===== src/ccs_pkg.sv =====
// shared types, register layouts and constants of the charger control and status bank
// Behaviour
// - while the watchdog has expired, charge enable is held at zero
// - control bits 5-4 pick thermal limit 60/80/100/120 C; reset 3; watchdog restores
// - control bit 3 enables charging; cleared by register reset and watchdog expiry
// - bits 1-0 pick low-battery start threshold; watchdog expiry leaves it
// - control bits 7-6 and 2 always read zero
// - status bit 7 reads power good
// - status bit 6 reads input current regulation active
// - status bit 5 reads input voltage regulation active
// - status bit 4 reads thermal regulation active
// - status bit 3 latches watchdog expiry; expiry keeps it, register reset clears
// - status bits 2-0 give charge state: 0 idle, 3 constant current, 4 taper
// - after expiry four fault bits read zero until kick or period change
// - fault bit 7 reads input overvoltage protection
// - fault bit 6 reads thermal shutdown
// - fault bit 5 reads battery overvoltage
// - fault bit 4 reads flying capacitor fault
// - fault bit 2 reads capacitor precondition failure; bits 3 and 0 read zero
// - fault bit 1 sets after seven consecutive weak-source check failures
// - event flag register clears after being read; resets to zero
// - watchdog kick bit clears itself one cycle after it is set, one cycle before the timer restarts
// - watchdog period code: 0 off, then 40, 80, 160 seconds
// - a period write restarts the counter only when it changes the value
`default_nettype none
package ccs_pkg;
	// byte addresses on the serial bus
	localparam logic [7:0] OFS_CTRL1  = 8'h05;
	localparam logic [7:0] OFS_CTRL2  = 8'h06;
	localparam logic [7:0] OFS_OPSTAT = 8'h07;
	localparam logic [7:0] OFS_FAULT  = 8'h08;
	localparam logic [7:0] OFS_FLAGS  = 8'h09;
	localparam logic [7:0] CTRL1_RST  = 8'h9d;
	localparam logic [7:0] CTRL2_RST  = 8'h33;
	localparam logic [7:0] FLAGS_RST  = 8'h00;
	localparam logic [2:0] WEAK_SRC_LIMIT = 3'h7;
	localparam int CLK_PERIOD_NS = 10;
	localparam int NS_PER_S      = 1000000000;
	localparam int CYCLES_PER_S  = NS_PER_S / CLK_PERIOD_NS;
	localparam logic [7:0] WD_40_S  = 8'h28;
	localparam logic [7:0] WD_80_S  = 8'h50;
	localparam logic [7:0] WD_160_S = 8'ha0;

	typedef enum logic [1:0] {
		WD_OFF = 2'h0,
		WD_40  = 2'h1,
		WD_80  = 2'h2,
		WD_160 = 2'h3
	} ccs_wd_period_t;

	typedef struct packed {
		logic           term_enable;
		logic           watchdog_kick;
		ccs_wd_period_t wd_period;
		logic           safety_timer_en;
		logic [1:0]     safety_timer_sel;
		logic           timer_slow_en;
	} ccs_ctrl1_t;

	typedef struct packed {
		logic [1:0] rsv_hi;
		logic [1:0] thermal_limit_threshold;
		logic       charge_enable;
		logic       rsv_lo;
		logic [1:0] battery_low_threshold;
	} ccs_ctrl2_t;

	typedef struct packed {
		logic       power_good_status;
		logic       input_current_regulating;
		logic       input_voltage_regulating;
		logic       thermal_regulating;
		logic       watchdog_expired;
		logic [2:0] charge_state;
	} ccs_opstat_t;

	typedef struct packed {
		logic input_overvoltage;
		logic thermal_shutdown;
		logic battery_overvoltage;
		logic flying_cap_fault;
		logic rsv3;
		logic cap_precondition_fault;
		logic weak_source_fault;
		logic rsv0;
	} ccs_fault_t;

	typedef struct packed {
		logic power_good_toggled;
		logic input_current_rise;
		logic input_voltage_rise;
		logic thermal_rise;
		logic watchdog_rise;
		logic terminated_rise;
		logic rsv;
		logic charge_state_changed;
	} ccs_flags_t;

	// analog and charger-core indications, asynchronous to clock
	typedef struct packed {
		logic       power_good_status;
		logic       input_current_regulating;
		logic       input_voltage_regulating;
		logic       thermal_regulating;
		logic [2:0] charge_state;
		logic       input_overvoltage;
		logic       thermal_shutdown;
		logic       battery_overvoltage;
		logic       flying_cap_fault;
		logic       cap_precondition_fault;
		logic       weak_src_check_done;
		logic       weak_src_check_fail;
		logic       charge_terminated;
	} ccs_sense_t;

	function automatic logic [7:0] wd_limit_s(input ccs_wd_period_t p);
		unique case (p)
			WD_40:   wd_limit_s = WD_40_S;
			WD_80:   wd_limit_s = WD_80_S;
			WD_160:  wd_limit_s = WD_160_S;
			WD_OFF:  wd_limit_s = 8'h00;
		endcase
	endfunction : wd_limit_s
endpackage : ccs_pkg
`default_nettype wire


===== src/ccs_sync.sv =====
// two-flop synchroniser for a bundle of asynchronous levels
`default_nettype none
module ccs_sync #(
	parameter int W = 1
) (
	// clock and reset
	input  wire logic         clock,
	input  wire logic         arst_n,
	// levels
	input  wire logic [W-1:0] d,
	output logic      [W-1:0] q
);
	typedef struct packed {
		logic [W-1:0] s1;
		logic [W-1:0] s2;
	} ccs_sync_st_t;

	ccs_sync_st_t s_r;
	ccs_sync_st_t s_nxt;

	always_comb
	begin
		s_nxt.s1 = d;
		s_nxt.s2 = s_r.s1;
	end

	always_ff @(posedge clock or negedge arst_n)
	begin
		if (!arst_n)
			s_r <= '0;
		else
			s_r <= s_nxt;
	end

	assign q = s_r.s2;
endmodule : ccs_sync
`default_nettype wire


===== src/ccs_watchdog.sv =====
// watchdog timer: one-second enable from a divider, expiry pulse at the period limit
`default_nettype none
module ccs_watchdog
	import ccs_pkg::*;
#(
	parameter int CYCLES_PER_SEC = CYCLES_PER_S
) (
	// clock and reset
	input  wire logic           clock,
	input  wire logic           arst_n,
	// control
	input  wire ccs_wd_period_t period,
	input  wire logic           restart,
	// event
	output logic                expire
);
	localparam int DIV_W = $clog2(CYCLES_PER_SEC);
	localparam logic [DIV_W-1:0] DIV_LAST = DIV_W'(CYCLES_PER_SEC - 1);

	typedef struct packed {
		logic [DIV_W-1:0] div;
		logic [7:0]       secs;
		logic             halted;
		logic             expire;
	} ccs_wd_st_t;

	ccs_wd_st_t s_r;
	ccs_wd_st_t s_nxt;
	logic       tick;

	always_comb
	begin
		s_nxt = s_r;
		s_nxt.expire = 1'b0;
		tick = (s_r.div == DIV_LAST);
		s_nxt.div = tick ? '0 : s_r.div + 1'b1;
		if (restart || period == WD_OFF)
		begin
			s_nxt.div = '0;
			s_nxt.secs = 8'h00;
			s_nxt.halted = 1'b0;
		end
		else if (tick && !s_r.halted)
		begin
			// stops after one expiry so a stale period cannot fire again unasked
			if (s_r.secs + 8'h01 == wd_limit_s(period))
			begin
				s_nxt.expire = 1'b1;
				s_nxt.halted = 1'b1;
			end
			else
				s_nxt.secs = s_r.secs + 8'h01;
		end
	end

	always_ff @(posedge clock or negedge arst_n)
	begin
		if (!arst_n)
			s_r <= '0;
		else
			s_r <= s_nxt;
	end

	assign expire = s_r.expire;
endmodule : ccs_watchdog
`default_nettype wire


===== src/ccs_regs.sv =====
// charger control and status registers behind a serial two-wire target port
`default_nettype none
module ccs_regs
	import ccs_pkg::*;
#(
	parameter logic [6:0] DEV_ADDR = 7'h2a, // arbitrary bus address
	parameter int CYCLES_PER_SEC = CYCLES_PER_S
) (
	// clock and reset
	input  wire logic       clock,
	input  wire logic       arst_n,
	// serial bus, open drain
	input  wire logic       scl_in,
	input  wire logic       sda_in,
	output logic            sda_out,
	output logic            sda_oe,
	// register reset command, same clock
	input  wire logic       reg_reset_req,
	// charger core indications
	input  wire ccs_sense_t sense,
	// settings to the charger core
	output logic            charge_enable,
	output logic [1:0]      thermal_limit_threshold,
	output logic [1:0]      battery_low_threshold,
	output logic            watchdog_expired
);
	typedef enum logic [2:0] {
		BUS_IDLE = 3'b000,
		BUS_ADDR = 3'b001,
		BUS_AACK = 3'b010,
		BUS_WDAT = 3'b011,
		BUS_WACK = 3'b100,
		BUS_RDAT = 3'b101,
		BUS_RACK = 3'b110
	} ccs_bus_t;

	typedef struct packed {
		ccs_bus_t    bus;
		logic [2:0]  cnt;
		logic [7:0]  shf;
		logic [7:0]  ptr;
		logic        have_ptr;
		logic        reading;
		logic        ack_seen;
		logic        host_ack;
		logic        scl_prev;
		logic        sda_prev;
		logic        sda_oe;
		logic        sda_out;
		ccs_ctrl1_t  ctrl1;
		ccs_ctrl2_t  ctrl2;
		logic        wd_expired;
		logic        fault_hold;
		logic        wd_restart;
		ccs_flags_t  flags;
		logic [2:0]  weak_cnt;
		ccs_sense_t  sense_prev;
		logic        wd_prev;
	} ccs_st_t;

	ccs_st_t     s_r;
	ccs_st_t     s_nxt;
	ccs_sense_t  sn;
	logic [1:0]  pins;
	logic        scl;
	logic        sda;
	logic        wd_expire;
	logic        scl_rise;
	logic        scl_fall;
	logic        start_c;
	logic        stop_c;
	logic        wr_en;
	logic [7:0]  wr_data;
	logic        rd_en;
	logic [7:0]  rd_data;
	ccs_opstat_t op;
	ccs_fault_t  ft;
	ccs_flags_t  ev;
	ccs_ctrl1_t  w1;
	ccs_ctrl2_t  w2;

	ccs_sync #(
		.W($bits(ccs_sense_t))
	) u_sense_sync (
		.clock  (clock),
		.arst_n (arst_n),
		.d      (sense),
		.q      (sn)
	);

	ccs_sync #(
		.W(2)
	) u_pin_sync (
		.clock  (clock),
		.arst_n (arst_n),
		.d      ({~scl_in, ~sda_in}),
		.q      (pins)
	);

	ccs_watchdog #(
		.CYCLES_PER_SEC(CYCLES_PER_SEC)
	) u_wd (
		.clock   (clock),
		.arst_n  (arst_n),
		.period  (s_r.ctrl1.wd_period),
		.restart (s_r.wd_restart),
		.expire  (wd_expire)
	);

	// pins pass inverted so a cleared synchroniser reads as an idle high bus, no false edge after reset
	assign scl = ~pins[1];
	assign sda = ~pins[0];

	// status views, built live from the synchronised indications
	always_comb
	begin
		op = '0;
		op.power_good_status = sn.power_good_status;
		op.input_current_regulating = sn.input_current_regulating;
		op.input_voltage_regulating = sn.input_voltage_regulating;
		op.thermal_regulating = sn.thermal_regulating;
		op.watchdog_expired = s_r.wd_expired;
		op.charge_state = sn.charge_state;
		ft = '0;
		ft.input_overvoltage = sn.input_overvoltage & ~s_r.fault_hold;
		ft.thermal_shutdown = sn.thermal_shutdown & ~s_r.fault_hold;
		ft.battery_overvoltage = sn.battery_overvoltage & ~s_r.fault_hold;
		ft.flying_cap_fault = sn.flying_cap_fault & ~s_r.fault_hold;
		ft.cap_precondition_fault = sn.cap_precondition_fault;
		ft.weak_source_fault = (s_r.weak_cnt == WEAK_SRC_LIMIT);
		rd_data = 8'h00;
		unique case (s_r.ptr)
			OFS_CTRL1:  rd_data = s_r.ctrl1;
			OFS_CTRL2:  rd_data = s_r.ctrl2;
			OFS_OPSTAT: rd_data = op;
			OFS_FAULT:  rd_data = ft;
			OFS_FLAGS:  rd_data = s_r.flags;
			default:    rd_data = 8'h00;
		endcase
	end

	// serial target: sample on scl rise, change sda on scl fall
	always_comb
	begin
		s_nxt = s_r;
		wr_en = 1'b0;
		rd_en = 1'b0;
		wr_data = {s_r.shf[6:0], sda};
		s_nxt.scl_prev = scl;
		s_nxt.sda_prev = sda;
		s_nxt.sda_out = 1'b0;
		scl_rise = scl & ~s_r.scl_prev;
		scl_fall = ~scl & s_r.scl_prev;
		start_c = scl & s_r.scl_prev & ~sda & s_r.sda_prev;
		stop_c = scl & s_r.scl_prev & sda & ~s_r.sda_prev;
		if (start_c)
		begin
			s_nxt.bus = BUS_ADDR;
			s_nxt.cnt = 3'h0;
			s_nxt.have_ptr = 1'b0;
			s_nxt.sda_oe = 1'b0;
		end
		else if (stop_c)
		begin
			s_nxt.bus = BUS_IDLE;
			s_nxt.sda_oe = 1'b0;
		end
		else
		begin
			unique case (s_r.bus)
				BUS_IDLE: s_nxt.sda_oe = 1'b0;
				BUS_ADDR:
					if (scl_rise)
					begin
						s_nxt.shf = wr_data;
						s_nxt.cnt = s_r.cnt + 3'h1;
						if (s_r.cnt == 3'h7)
						begin
							s_nxt.reading = sda;
							s_nxt.bus = (wr_data[7:1] == DEV_ADDR) ? BUS_AACK : BUS_IDLE;
						end
					end
				BUS_AACK, BUS_WACK:
					if (scl_fall)
					begin
						s_nxt.sda_oe = ~s_r.sda_oe;
						if (s_r.sda_oe && s_r.bus == BUS_AACK && s_r.reading)
						begin
							rd_en = 1'b1;
							s_nxt.shf = rd_data;
							s_nxt.sda_oe = ~rd_data[7];
							s_nxt.ptr = s_r.ptr + 8'h01;
							s_nxt.bus = BUS_RDAT;
						end
						else if (s_r.sda_oe)
							s_nxt.bus = BUS_WDAT;
					end
				BUS_WDAT:
					if (scl_rise)
					begin
						s_nxt.shf = wr_data;
						s_nxt.cnt = s_r.cnt + 3'h1;
						if (s_r.cnt == 3'h7)
						begin
							s_nxt.bus = BUS_WACK;
							s_nxt.have_ptr = 1'b1;
							if (!s_r.have_ptr)
								s_nxt.ptr = wr_data;
							else
							begin
								wr_en = 1'b1;
								s_nxt.ptr = s_r.ptr + 8'h01;
							end
						end
					end
				BUS_RDAT:
					if (scl_rise)
					begin
						s_nxt.cnt = s_r.cnt + 3'h1;
						if (s_r.cnt == 3'h7)
						begin
							s_nxt.bus = BUS_RACK;
							s_nxt.ack_seen = 1'b0;
						end
					end
					else if (scl_fall)
					begin
						s_nxt.shf = {s_r.shf[6:0], 1'b0};
						s_nxt.sda_oe = ~s_r.shf[6];
					end
				BUS_RACK:
					if (scl_rise)
					begin
						s_nxt.ack_seen = 1'b1;
						s_nxt.host_ack = ~sda;
					end
					else if (scl_fall && !s_r.ack_seen)
						s_nxt.sda_oe = 1'b0;
					else if (scl_fall && s_r.host_ack)
					begin
						rd_en = 1'b1;
						s_nxt.shf = rd_data;
						s_nxt.sda_oe = ~rd_data[7];
						s_nxt.ptr = s_r.ptr + 8'h01;
						s_nxt.bus = BUS_RDAT;
					end
					else if (scl_fall)
						s_nxt.bus = BUS_IDLE;
				default: s_nxt.bus = BUS_IDLE;
			endcase
		end

		// register writes, status and flag writes fall through untouched
		w1 = ccs_ctrl1_t'(wr_data);
		w2 = ccs_ctrl2_t'(wr_data);
		s_nxt.wd_restart = s_r.ctrl1.watchdog_kick | reg_reset_req;
		if (s_r.ctrl1.watchdog_kick)
		begin
			s_nxt.ctrl1.watchdog_kick = 1'b0;
			s_nxt.fault_hold = 1'b0;
			s_nxt.wd_expired = 1'b0;
		end
		if (wr_en && s_r.ptr == OFS_CTRL1)
		begin
			s_nxt.ctrl1 = w1;
			if (w1.wd_period != s_r.ctrl1.wd_period)
			begin
				s_nxt.wd_restart = 1'b1;
				s_nxt.fault_hold = 1'b0;
				s_nxt.wd_expired = 1'b0;
			end
		end
		if (wr_en && s_r.ptr == OFS_CTRL2)
		begin
			s_nxt.ctrl2 = w2;
			s_nxt.ctrl2.rsv_hi = 2'h0;
			s_nxt.ctrl2.rsv_lo = 1'b0;
		end

		// watchdog expiry restores its fields but keeps the low-battery threshold
		if (wd_expire)
		begin
			s_nxt.ctrl1 = ccs_ctrl1_t'(CTRL1_RST);
			s_nxt.ctrl2 = ccs_ctrl2_t'(CTRL2_RST);
			s_nxt.ctrl2.charge_enable = 1'b0;
			s_nxt.ctrl2.battery_low_threshold = s_r.ctrl2.battery_low_threshold;
			s_nxt.wd_expired = 1'b1;
			s_nxt.fault_hold = 1'b1;
		end

		// weak-source check: count consecutive failures, saturate at the limit
		s_nxt.sense_prev = sn;
		if (sn.weak_src_check_done && !s_r.sense_prev.weak_src_check_done)
		begin
			if (!sn.weak_src_check_fail)
				s_nxt.weak_cnt = 3'h0;
			else if (s_r.weak_cnt != WEAK_SRC_LIMIT)
				s_nxt.weak_cnt = s_r.weak_cnt + 3'h1;
		end

		// event flags: a new event in the read cycle survives the clear
		s_nxt.wd_prev = s_r.wd_expired;
		ev = '0;
		ev.power_good_toggled = sn.power_good_status ^ s_r.sense_prev.power_good_status;
		ev.input_current_rise = sn.input_current_regulating & ~s_r.sense_prev.input_current_regulating;
		ev.input_voltage_rise = sn.input_voltage_regulating & ~s_r.sense_prev.input_voltage_regulating;
		ev.thermal_rise = sn.thermal_regulating & ~s_r.sense_prev.thermal_regulating;
		ev.watchdog_rise = s_r.wd_expired & ~s_r.wd_prev;
		ev.terminated_rise = sn.charge_terminated & ~s_r.sense_prev.charge_terminated;
		ev.charge_state_changed = (sn.charge_state != s_r.sense_prev.charge_state);
		if (rd_en && s_r.ptr == OFS_FLAGS)
			s_nxt.flags = ev;
		else
			s_nxt.flags = s_r.flags | ev;

		if (reg_reset_req)
		begin
			s_nxt.ctrl1 = ccs_ctrl1_t'(CTRL1_RST);
			s_nxt.ctrl2 = ccs_ctrl2_t'(CTRL2_RST);
			s_nxt.wd_expired = 1'b0;
			s_nxt.fault_hold = 1'b0;
			s_nxt.weak_cnt = 3'h0;
			s_nxt.flags = ccs_flags_t'(FLAGS_RST);
		end

		// expired state wins over any write of the enable bit
		if (s_nxt.wd_expired)
			s_nxt.ctrl2.charge_enable = 1'b0;
	end

	always_ff @(posedge clock or negedge arst_n)
	begin
		if (!arst_n)
		begin
			s_r <= '0;
			s_r.scl_prev <= 1'b1;
			s_r.sda_prev <= 1'b1;
			s_r.ctrl1 <= ccs_ctrl1_t'(CTRL1_RST);
			s_r.ctrl2 <= ccs_ctrl2_t'(CTRL2_RST);
			s_r.flags <= ccs_flags_t'(FLAGS_RST);
		end
		else
			s_r <= s_nxt;
	end

	assign sda_out = s_r.sda_out;
	assign sda_oe = s_r.sda_oe;
	assign charge_enable = s_r.ctrl2.charge_enable;
	assign thermal_limit_threshold = s_r.ctrl2.thermal_limit_threshold;
	assign battery_low_threshold = s_r.ctrl2.battery_low_threshold;
	assign watchdog_expired = s_r.wd_expired;
endmodule : ccs_regs
`default_nettype wire


===== config.mk =====
export PLATFORM = sky130hd
export DESIGN_NAME = ccs_regs
export DESIGN_NICKNAME = d
export VERILOG_FILES = /design/src/ccs_pkg.sv /design/src/ccs_sync.sv /design/src/ccs_watchdog.sv /design/src/ccs_regs.sv
export SDC_FILE = /design/constraint.sdc
export NUM_CORES = 1
export LEC_CHECK = 0
export BUFFER_PORTS_ARGS = -buffer_cell sky130_fd_sc_hd__buf_2
export CORE_MARGIN = 3
export CORE_UTILIZATION = 61
export DETAILED_ROUTE_END_ITERATION = 10
export PLACE_DENSITY = 0.88
export SLEW_MARGIN = 5
export SYNTH_ARGS = -nofsm -noshare
export SYNTH_HDL_FRONTEND = slang
export SYNTH_SLANG_ARGS = --single-unit

===== constraint.sdc =====
create_clock -name clock -period 3.45 [get_ports clock]
set_clock_uncertainty 0.2 [all_clocks]
set_input_delay 0.5175 -clock clock [delete_from_list [all_inputs] [get_ports clock]]
set_output_delay 0.5175 -clock clock [all_outputs]
set_load 0.05 [all_outputs]

# Word level (Yosys, flattened, before mapping)
# Cells that the tools add are included.
# word_totals
output_inout_bits,8
ff_bits,140
input_bits,20
wordCells,280
# classes
eq_ne,57
addsub,5
bitwise_logic,36
reduce_logical,44
muxes,88
# op_table
operator,n
two-way mux 16 bit,5
case mux 8 bit (5 select lines),2
two-way mux 8 bit,9
two-way mux 27 bit,2
two-way mux 3 bit,16
two-way mux 23 bit,2
"!= test 4 bit, second input constant",11
two-way mux 18 bit,2
two-way mux 1 bit,32
case mux 8 bit (4 select lines),1
"!= test 2 bit, second input constant",15
"adder 27 x 1 -> 27 bit, second input constant",1
"== test 27 bit, second input constant",1
"== test 8 x 3 -> 1 bit, second input constant",3
case mux 8 bit (3 select lines),1
AND reduction 12 bit,2
two-way mux 9 bit,2
"!= test 3 bit, second input constant",6
case mux 3 bit (6 select lines),1
inverter 1 bit,17
"adder 8 x 1 -> 8 bit, second input constant",2
AND 1 bit,16
"== test 8 x 4 -> 1 bit, second input constant",2
nonzero test 2 bit,8
other kinds (38),71

# Depth between registers and ports, before layout
# Gate-level depths: netlist (run 1).
# logic_depth
ltp_word,11
depth_mapped,9
ltp_nobuf,8

# Hierarchy
# A second synthesis (run 1) with hierarchy kept.
# unflattened
hier_cells,633
area_unflattened_um2,6522.5
# by_module_without_submodules
module,area_each_um2,cells_per_inst,seq_area_each_um2,instances
ccs_regs,3617.2,383,1615.3,1
ccs_watchdog,2054.5,216,925.9,1
ccs_sync at u_sense_sync,750.7,30,750.7,1
ccs_sync at u_pin_sync,100.1,4,100.1,1

# Worst setup path before layout (run 1)
# No wires, ideal clock.
# synth_timing
kind,register -> register
from,"reg s_r, in the netlist sda_oe"
to,reg s_r[54] (netlist name)
path_slack_ns,0.899
synth_period_minus_slack_ns,2.551
path_buffers,1
path_stages_with_launch,7
setup_time_ns,0.124
required_ns,3.126
arrival_time_ns,2.227
cell_sequence,dfrtp_1 and2_1 o21ai_0 a2111oi_0 nand3_1 clkbuf_1 a211o_1
# synth_between
elab_chain_cells,4
# synth_rtl
item,line_no,text
from (decl),ccs_regs.sv:61,ccs_st_t s_r;
from (signal assigned),ccs_regs.sv:343,s_r <= s_nxt;
logical AND 1 bit (2 in series),ccs_regs.sv:187,if (s_r.sda_oe && s_r.bus == BUS_AACK && s_r.reading)
!= test 2 bit (no source line),--,
AND reduction 10 bit (no source line),--,
# Every way passes these cells.
# A chain may end at the register's enable or synchronous reset.

# Worst setup path in the final report (run 1)
# layout_timing
from,"reg u_pin_sync.s_r, in the netlist u_pin_sync.q[1]"
to,"reg s_r, in the netlist charge_enable"
# layout_between
elab_chain_cells,11
word_cells_on_any_way,18
cone_classes,8 x mux; 7 x bitwise; 3 x reduce/logical
# layout_rtl
item,line_no,text
from (decl),ccs_sync.sv:18,ccs_sync_st_t s_r;
from (signal assigned),ccs_sync.sv:32,s_r <= s_nxt;
inverter 1 bit (*),ccs_regs.sv:111,assign scl = ~pins[1];
AND 1 bit (on tied branches),"ccs_regs.sv:152, ccs_regs.sv:154, ccs_regs.sv:155",
two-way mux 1 bit or AND 1 bit (tied branches),"ccs_regs.sv:199, ccs_regs.sv:155",
two-way mux 1 bit or AND 1 bit (tied branches),"ccs_regs.sv:170, ccs_regs.sv:155",
two-way mux 1 bit,ccs_regs.sv:163,else if (stop_c)
two-way mux 1 bit (*),ccs_regs.sv:156,if (start_c)
logical AND 1 bit,ccs_regs.sv:263,if (wr_en && s_r.ptr == OFS_CTRL1)
two-way mux 3 bit,ccs_regs.sv:263,
two-way mux 18 bit,ccs_regs.sv:281,if (wd_expire)
two-way mux 18 bit,ccs_regs.sv:316,if (reg_reset_req)
nonzero test 4 bit (no source line) or two-way mux 1 bit (tied branches),--,
# Mark *: on every way between the ends. The rest lies on a longest branch, timed or not. The select of a mux whose other input is x is not followed.

==> impl_metrics.yaml, run 1 <==
synth:
  async_flop_share_pct: 100
  yosysMostFrequentCell: "dfrtp_1"
  ys.flop_type: "dfrtp_1"
  synth_area_per_cell_um2: 10.2
  synth_mux_area_share_pct: 2.68
  synth_top_family_by_area: "simple AND/OR/NAND/NOR gates"
  synthCells: 628
  synth_warnings: 0
  synth_xor_area_share_pct: 5.27
  synthTopCellsByCount: "124 x dfrtp_1, 76 x nor2_1, 53 x nand2_1"
  synth_seq_cells: 135
  synth_largest_area_cell: "dfrtp_1"
  synthTopCellsByArea: "dfrtp_1 48%, dfstp_2 4.5%, nor2_1 4.5%, a21oi_1 3.3%, nand2_1 3.1%"
  synth_compound_area_share_pct: 13.2
  synthesis.nets: 659
  synth-simple-area-share_pct: 20.3
  ys_seq_area_share_pct: 53.0
  synthAdderAreaFrac_pct: 2.15
  synth_cell_types: 71
  syn_area_mm2: 0.00640
  synth_top_cell_area_share_pct: 48.4
  synth_edf_count: 0
critical_path:
  end_kind: "flop"
  worstPathArrival_ns: 3.12
  path_max_fanout: 12
  crit_required_ns: 3.66
  cp_top_family: "simple AND/OR/NAND/NOR gates"
  path_buf_inv: 0
  max_stage_delay_ns: 0.57
  critPathKind: "flop to flop"
  critPathSlowestCell: "or3b_2"
  start_kind: "flop"
  path_cells: "or3b_2 > nor4_2 > and2_1 > a21oi_1 > a2111oi_2"
job:
  maxCapViolations: 0
floorplan:
  core_mm2: 0.0100
  die_w_um: 108
  die_height_um: 108
  num_io_pins: 28
  rows: 36
  die_area_mm2: 0.0118
  start_util_pct: 64.1
timing:
  slew_headroom_pct: 43.0
  worst_slack_ns: 0.545
  rsz0062_at_grt: "no"
  fin_crit_sh_pct: 84.2
  post-route-min-period_ns: 2.91
  fmaxAchievable_mhz: 344
  setup_viol: 0
  tightestPinTransition_ns: 0.849
  hold_viol_final: 0
  final.setup.tns_ns: 0
  slew_violations: 0
route:
  num_vias: 5090
  drt_iter0_drc: 590
  drt_wl_total_um: 15300
  wl_met3_um: 1160
  post_drt_via_cell_ratio: 6.28
  wl_met1_um: 6030
  dr.pass1.iters: 6
  drtAntennaViolNets: 0
  wl_per_cell_um: 18.9
  top_layer: "met4"
  drc_errors: 0
  dr_wl_met2_um: 7710
finish:
  final_util_pct: 73.3
  multiInputGateArea_mm2: 0.00279
  final_cell_area_mm2: 0.00733
  antennaDiodeCount: 0
  fillers: 655
  regArea_mm2: 0.00339
  area_growth_pct: 14.4
  nets: 695
  drive_gt1_share_pct: 15.1
pwr:
  power_mw: 3.55
  p_leak_nw: 3.22
  irDropWorstVdd_mv: 0.469
  power_density_mw_per_mm2: 484
cts:
  cts_tree: "done"
  root_buffer: "clkbuf_8"
  htreeDepth: 4
  insertion_delay_ns: 0.52
  post_cts_buffers: 0
  clk_pin_slew_worst_paths_ns: 0.06
  cts_sinks: 135
  cts.path.max_buffers: 2
  cts_made_buffers: 17
place:
  place.gp.congestion: 0.958
  hpwl_um: 9660
  place_ws_ns: 0.628
  postPlaceCellArea_mm2: 0.00659
  io_buffers: 26
grt:
  grt-ovfl-total: 0
  grt_max_degree: 77
  grt_use_total_pct: 27.9
  grt_pass1_wl_um: 25100
  grt_pass1_vias: 5101
  antenna_found_initial: 0
outcome:
  status: "complete, no violations"
hold_path:
  hold_class: "flop to flop"
-- flip-flops by register name, summed over array words and instances (netlist names) --
signal / cells
u_wd.s_r: 36
battery_low_threshold: 2
s_r: 57
u_pin_sync.q: 2
thermal_limit_threshold: 2
watchdog_expired: 1
u_sense_sync.s_nxt: 15
charge_enable: 1
u_pin_sync.s_nxt: 2
u_sense_sync.q: 15
sda_oe: 1
u_wd.expire: 1
-- worst register-to-register path, cell delays in order, from the launching register on --
cell and delay, ns:
dfrtp_1 0.50, or3b_2 0.58, nor4_2 0.56, and2_1 0.40, a21oi_1 0.20, a2111oi_2 0.37
-- power breakdown --
part	leakage (nW)	switching [mW]	total, mW	internal, mW
Combinational	1.22	0.0983	0.174	0.0760
Clock	0.273	0.726	1.67	0.943
Sequential	1.73	0.0612	1.70	1.64
-- cells by family (layout without fill, tap and decap cells) --
logic type      after synthesis  in the layout
mux                          16             16
xor+xnor                     37             37
compound gates              126            126
buf+inv                      47             96
flops                       135            135
simple gates                255            255
fa+ha+maj                    11             11
other cells                   1              1
-- routing by layer --
metal	track usage, %	vias to the layer above
met4	12.0	0
li1	-	2309
met5	0	-
met1	35.8	2466
met2	45.2	260
met3	7.16	55
-- final timing paths --
path                                                  from                          end  slack, ns  depth (start not counted)
setup / recovery                 u_pin_sync.q[1]$_DFF_PN0_    charge_enable$_DFFE_PN0P_       0.54                          5
hold / removal             u_sense_sync.s_nxt[3]$_DFF_PN0_  u_sense_sync.q[3]$_DFF_PN0_       0.14                          0
setup reg to reg                 u_pin_sync.q[1]$_DFF_PN0_    charge_enable$_DFFE_PN0P_       0.54                          5
hold reg to reg            u_sense_sync.s_nxt[3]$_DFF_PN0_  u_sense_sync.q[3]$_DFF_PN0_       0.14                          0
max in group asynchronous                           arst_n          s_r[38]$_DFFE_PN1P_       1.81                          3
min in group asynchronous                           arst_n          s_r[54]$_DFFE_PN0P_       0.37                          2
-- cell usage in the layout, fill, tap and decap left out, types with 7 or more instances in the layout --
master / synthesis / layout
dfrtp_1: 124 / 124
nor2_1: 76 / 76
nand2_1: 53 / 53
a21oi_1: 42 / 42
nand3_1: 36 / 36
buf_2: 6 / 25
o21ai_0: 23 / 23
xor2_1: 22 / 22
dlygate4sd3_1: 0 / 18
clkbuf_16: 0 / 16
xnor2_1: 14 / 14
inv_1: 11 / 11
ha_1: 11 / 11
dfstp_2: 11 / 11
nor2b_1: 10 / 10
nand4_1: 9 / 9
mux2_2: 9 / 9
or3_1: 8 / 8
nor3_1: 8 / 8
nand2b_1: 8 / 8
a22o_1: 8 / 8
buf_4: 6 / 8
mux2i_1: 7 / 7
o22a_1: 7 / 7
-- cell type report --
| cell class | instances | area share [%] |
|---|---|---|
| Sequential cell | 135 | 46.3 |
| Tap cell | 133 | 2.27 |
| Clock inverter | 13 | 1.52 |
| Multi-Input combinational cell | 446 | 38.1 |
| Timing Repair Buffer | 52 | 5.14 |
| Inverter | 12 | 0.615 |
| Clock buffer | 19 | 6.03 |
-- stage by stage --
step	std cells	hold WS, ns
after floorplan	628	0.0219
after global placement	760	0.133
after detailed placement	760	0.135
after CTS	810	0.143
after global routing	810	0.150
final	810	0.144
-- what timing repair did --
item | CTS | global route
hold buffers | 18 | 0
resized for setup | 0 | 0
hold endpoints to repair | 82 | 0
No activity file was read; power rests on OpenSTA's default activity.
==> run 2, diff against run 1 <==
==> constraint.sdc (replaced) <==
create_clock -name clock -period 3 [get_ports clock]
set_clock_uncertainty 0.2 [all_clocks]
set_input_delay 0.45 -clock clock [delete_from_list [all_inputs] [get_ports clock]]
set_output_delay 0.45 -clock clock [all_outputs]
set_load 0.05 [all_outputs]
==> run 2 against run 1 <==
- design area is 1.6% higher
- count of clock-buffer cells in the layout stayed put
- clock power is 27% higher
- sequential power is 15% higher
- worst setup slack worse by 0.39 ns
- worst hold slack worse by 0.019 ns
- global-route usage is 2.0 points higher
- via count is 2.4% higher
- cell count is 0.99% higher
- largest cell class unchanged
- highest routed layer unchanged
==> impl_metrics.yaml, run 2 (synthesis results as in run 1) <==
critical_path:
  ff2ff_setup_slack_ns: 0.15
  worstPathArrival_ns: 3.05
  path_max_fanout: 6
  r2r_start: "s_r[54]$_DFFE_PN0P_"
  crit_required_ns: 3.21
  start_kind: "flop"
  max_stage_delay_ns: 0.68
  reg2regPathDepth: 8
  end_kind: "flop"
  critPathKind: "flop to flop"
  critPathSlowestCell: "nor4bb_1"
  path_cells: "inv_1 > ha_1 > nor4bb_1 > a22oi_1 > a211oi_1 > o32ai_1 > mux2i_1 > nor2_1"
  rr_endpoint: "sda_oe$_DFFE_PN0P_"
floorplan:
  rows: 36
  num_io_pins: 28
  die_area_mm2: 0.0118
  die_w_um: 108
  core_mm2: 0.0100
  die_height_um: 108
  start_util_pct: 64.1
pwr:
  p_leak_nw: 3.29
  irDropWorstVdd_mv: 0.623
  power_density_mw_per_mm2: 575
  power_mw: 4.28
timing:
  worst_slack_ns: 0.154
  fin_crit_sh_pct: 94.9
  setup_viol: 0
  slew_violations: 0
  hold_viol_final: 0
  final.setup.tns_ns: 0
  rsz0062_at_grt: "no"
  tightestPinTransition_ns: 0.785
  fmaxAchievable_mhz: 351
  slew_headroom_pct: 47.2
  post-route-min-period_ns: 2.85
cts:
  clk_pin_slew_worst_paths_ns: 0.07
  cts_tree: "done"
  root_buffer: "clkbuf_8"
  insertion_delay_ns: 0.54
  cts-resized-gates: 0
  htreeDepth: 4
  cts_made_buffers: 17
  cts.path.max_buffers: 2
  cts_sinks: 135
grt:
  grt_pass1_vias: 5366
  grt-ovfl-total: 0
  antenna_found_initial: 0
  grt_pass1_wl_um: 26900
  grtUsageMet2_pct: 49.8
  grt-busiest-layer: "met2"
  grt_use_met1_pct: 35.5
  grt_use_total_pct: 30.0
  grtUsageMet3_pct: 9.01
  grt_max_degree: 79
finish:
  nets: 703
  top_register: "s_r"
  final_common_cell: "dfrtp_1"
  area_growth_pct: 16.3
  fillers: 604
  drive_gt1_share_pct: 15.9
  largest_register_ffs: 57
  antennaDiodeCount: 0
  fin_cells: 818
  most-common-layout-cells: "124 x dfrtp_1, 76 x nor2_1, 53 x nand2_1, 42 x a21oi_1, 36 x nand3_1"
  final_util_pct: 74.5
  top_regs: "s_r: 57 flops, u_wd.s_r: 36 flops"
route:
  post_drt_via_cell_ratio: 6.37
  drc_errors: 0
  dr.pass1.iters: 7
  drt_wl_total_um: 16100
  drt_iter0_drc: 563
  num_vias: 5212
  drtAntennaViolNets: 0
  wl_per_cell_um: 19.7
hold_path:
  hp-start: "reg_reset_req"
  whs_endpoint: "s_r[26]$_DFF_PN0_"
  hold_depth: 2
  hold_class: "primary input to flop"
place:
  io_buffers: 26
  placed_cells: 768
  place.gp.congestion: 0.977
  hpwl_um: 9880
  place_ws_ns: 0.256
outcome:
  status: "complete, no violations"
job:
  maxCapViolations: 0
[run 2: changes by cell type in the layout (fill, tap and decap cells not counted), sizes merged]
cell,before,now
clkinv,6,4
inv,18,15
buf,34,42
clkinvlp,1,3
bufinv,0,3
[run 2: per-stage QoR]
step | instance area [um^2] | hold slack, ns
2_1_floorplan | 6400 | -0.0456
3_3_place_gp | 6670 | 0.133
3_5_place_dp | 6670 | 0.136
4_1_cts | 7450 | 0.101
5_1_grt | 7450 | 0.127
6_report | 7450 | 0.125
[run 2: final cells by class]
cell class                      instances  area (um^2)  share of cell area [%]
Clock buffer                           19          432                    5.80
Clock inverter                         13          169                    2.27
Inverter                               12         45.0                   0.605
Multi-Input combinational cell        446         2790                    37.5
Sequential cell                       135         3390                    45.5
Tap cell                              133          166                    2.23
Timing Repair Buffer                   60          449                    6.03
[run 2: worst max-delay path, delay by kind of cell (launching register included)]
family	cells	cell delay, ns
adders and majority gates	1	0.29
and+or+nand+nor	2	0.73
AOI/OAI and AO/OA	3	0.77
muxes	1	0.14
buffers and inverters	1	0.13
DFF	1	0.46
[run 2: per-layer routing]
metal  vias to the layer above  wire length, um  share of wire [%]
met4                         0              783                4.9
met1                      2503             6100                 38
met2                       294             7950                 49
met3                        85             1270                7.9
li1                       2330                -                  -
met5                         -                0                  0
[run 2: power by group]
part	leakage, nW	internal (mW)	total [mW]	switching [mW]
Combinational	1.27	0.0904	0.204	0.114
Sequential	1.73	1.89	1.95	0.0659
Clock	0.287	1.30	2.12	0.824
Total	3.29	3.28	4.28	1.00
[run 2: how the worst max path moves through the flow]
stage / start / end / slack (ns) / cells after the start
2_1_floorplan: sda_oe$_DFFE_PN0P_ / s_r[54]$_DFFE_PN0P_ / 0.45 / 6
3_3_place_gp: u_wd.s_r[19]$_DFF_PN0_ / u_wd.s_r[9]$_DFFE_PN0P_ / 0.35 / 6
3_5_place_dp: u_wd.s_r[19]$_DFF_PN0_ / u_wd.s_r[9]$_DFFE_PN0P_ / 0.26 / 6
4_1_cts: u_wd.s_r[19]$_DFF_PN0_ / u_wd.s_r[9]$_DFFE_PN0P_ / 0.18 / 6
5_1_grt: u_wd.s_r[19]$_DFF_PN0_ / u_wd.s_r[6]$_DFFE_PN0P_ / 0.07 / 6
6_report: s_r[54]$_DFFE_PN0P_ / sda_oe$_DFFE_PN0P_ / 0.15 / 8
[run 2: what timing repair did]
| action | in CTS | in global routing |
|---|---|---|
| endpoints found under the hold margin | 86 | 0 |
| endpoints found under the setup margin | 0 | 0 |
| hold buffers | 18 | 0 |
| setup buffers | 0 | 0 |
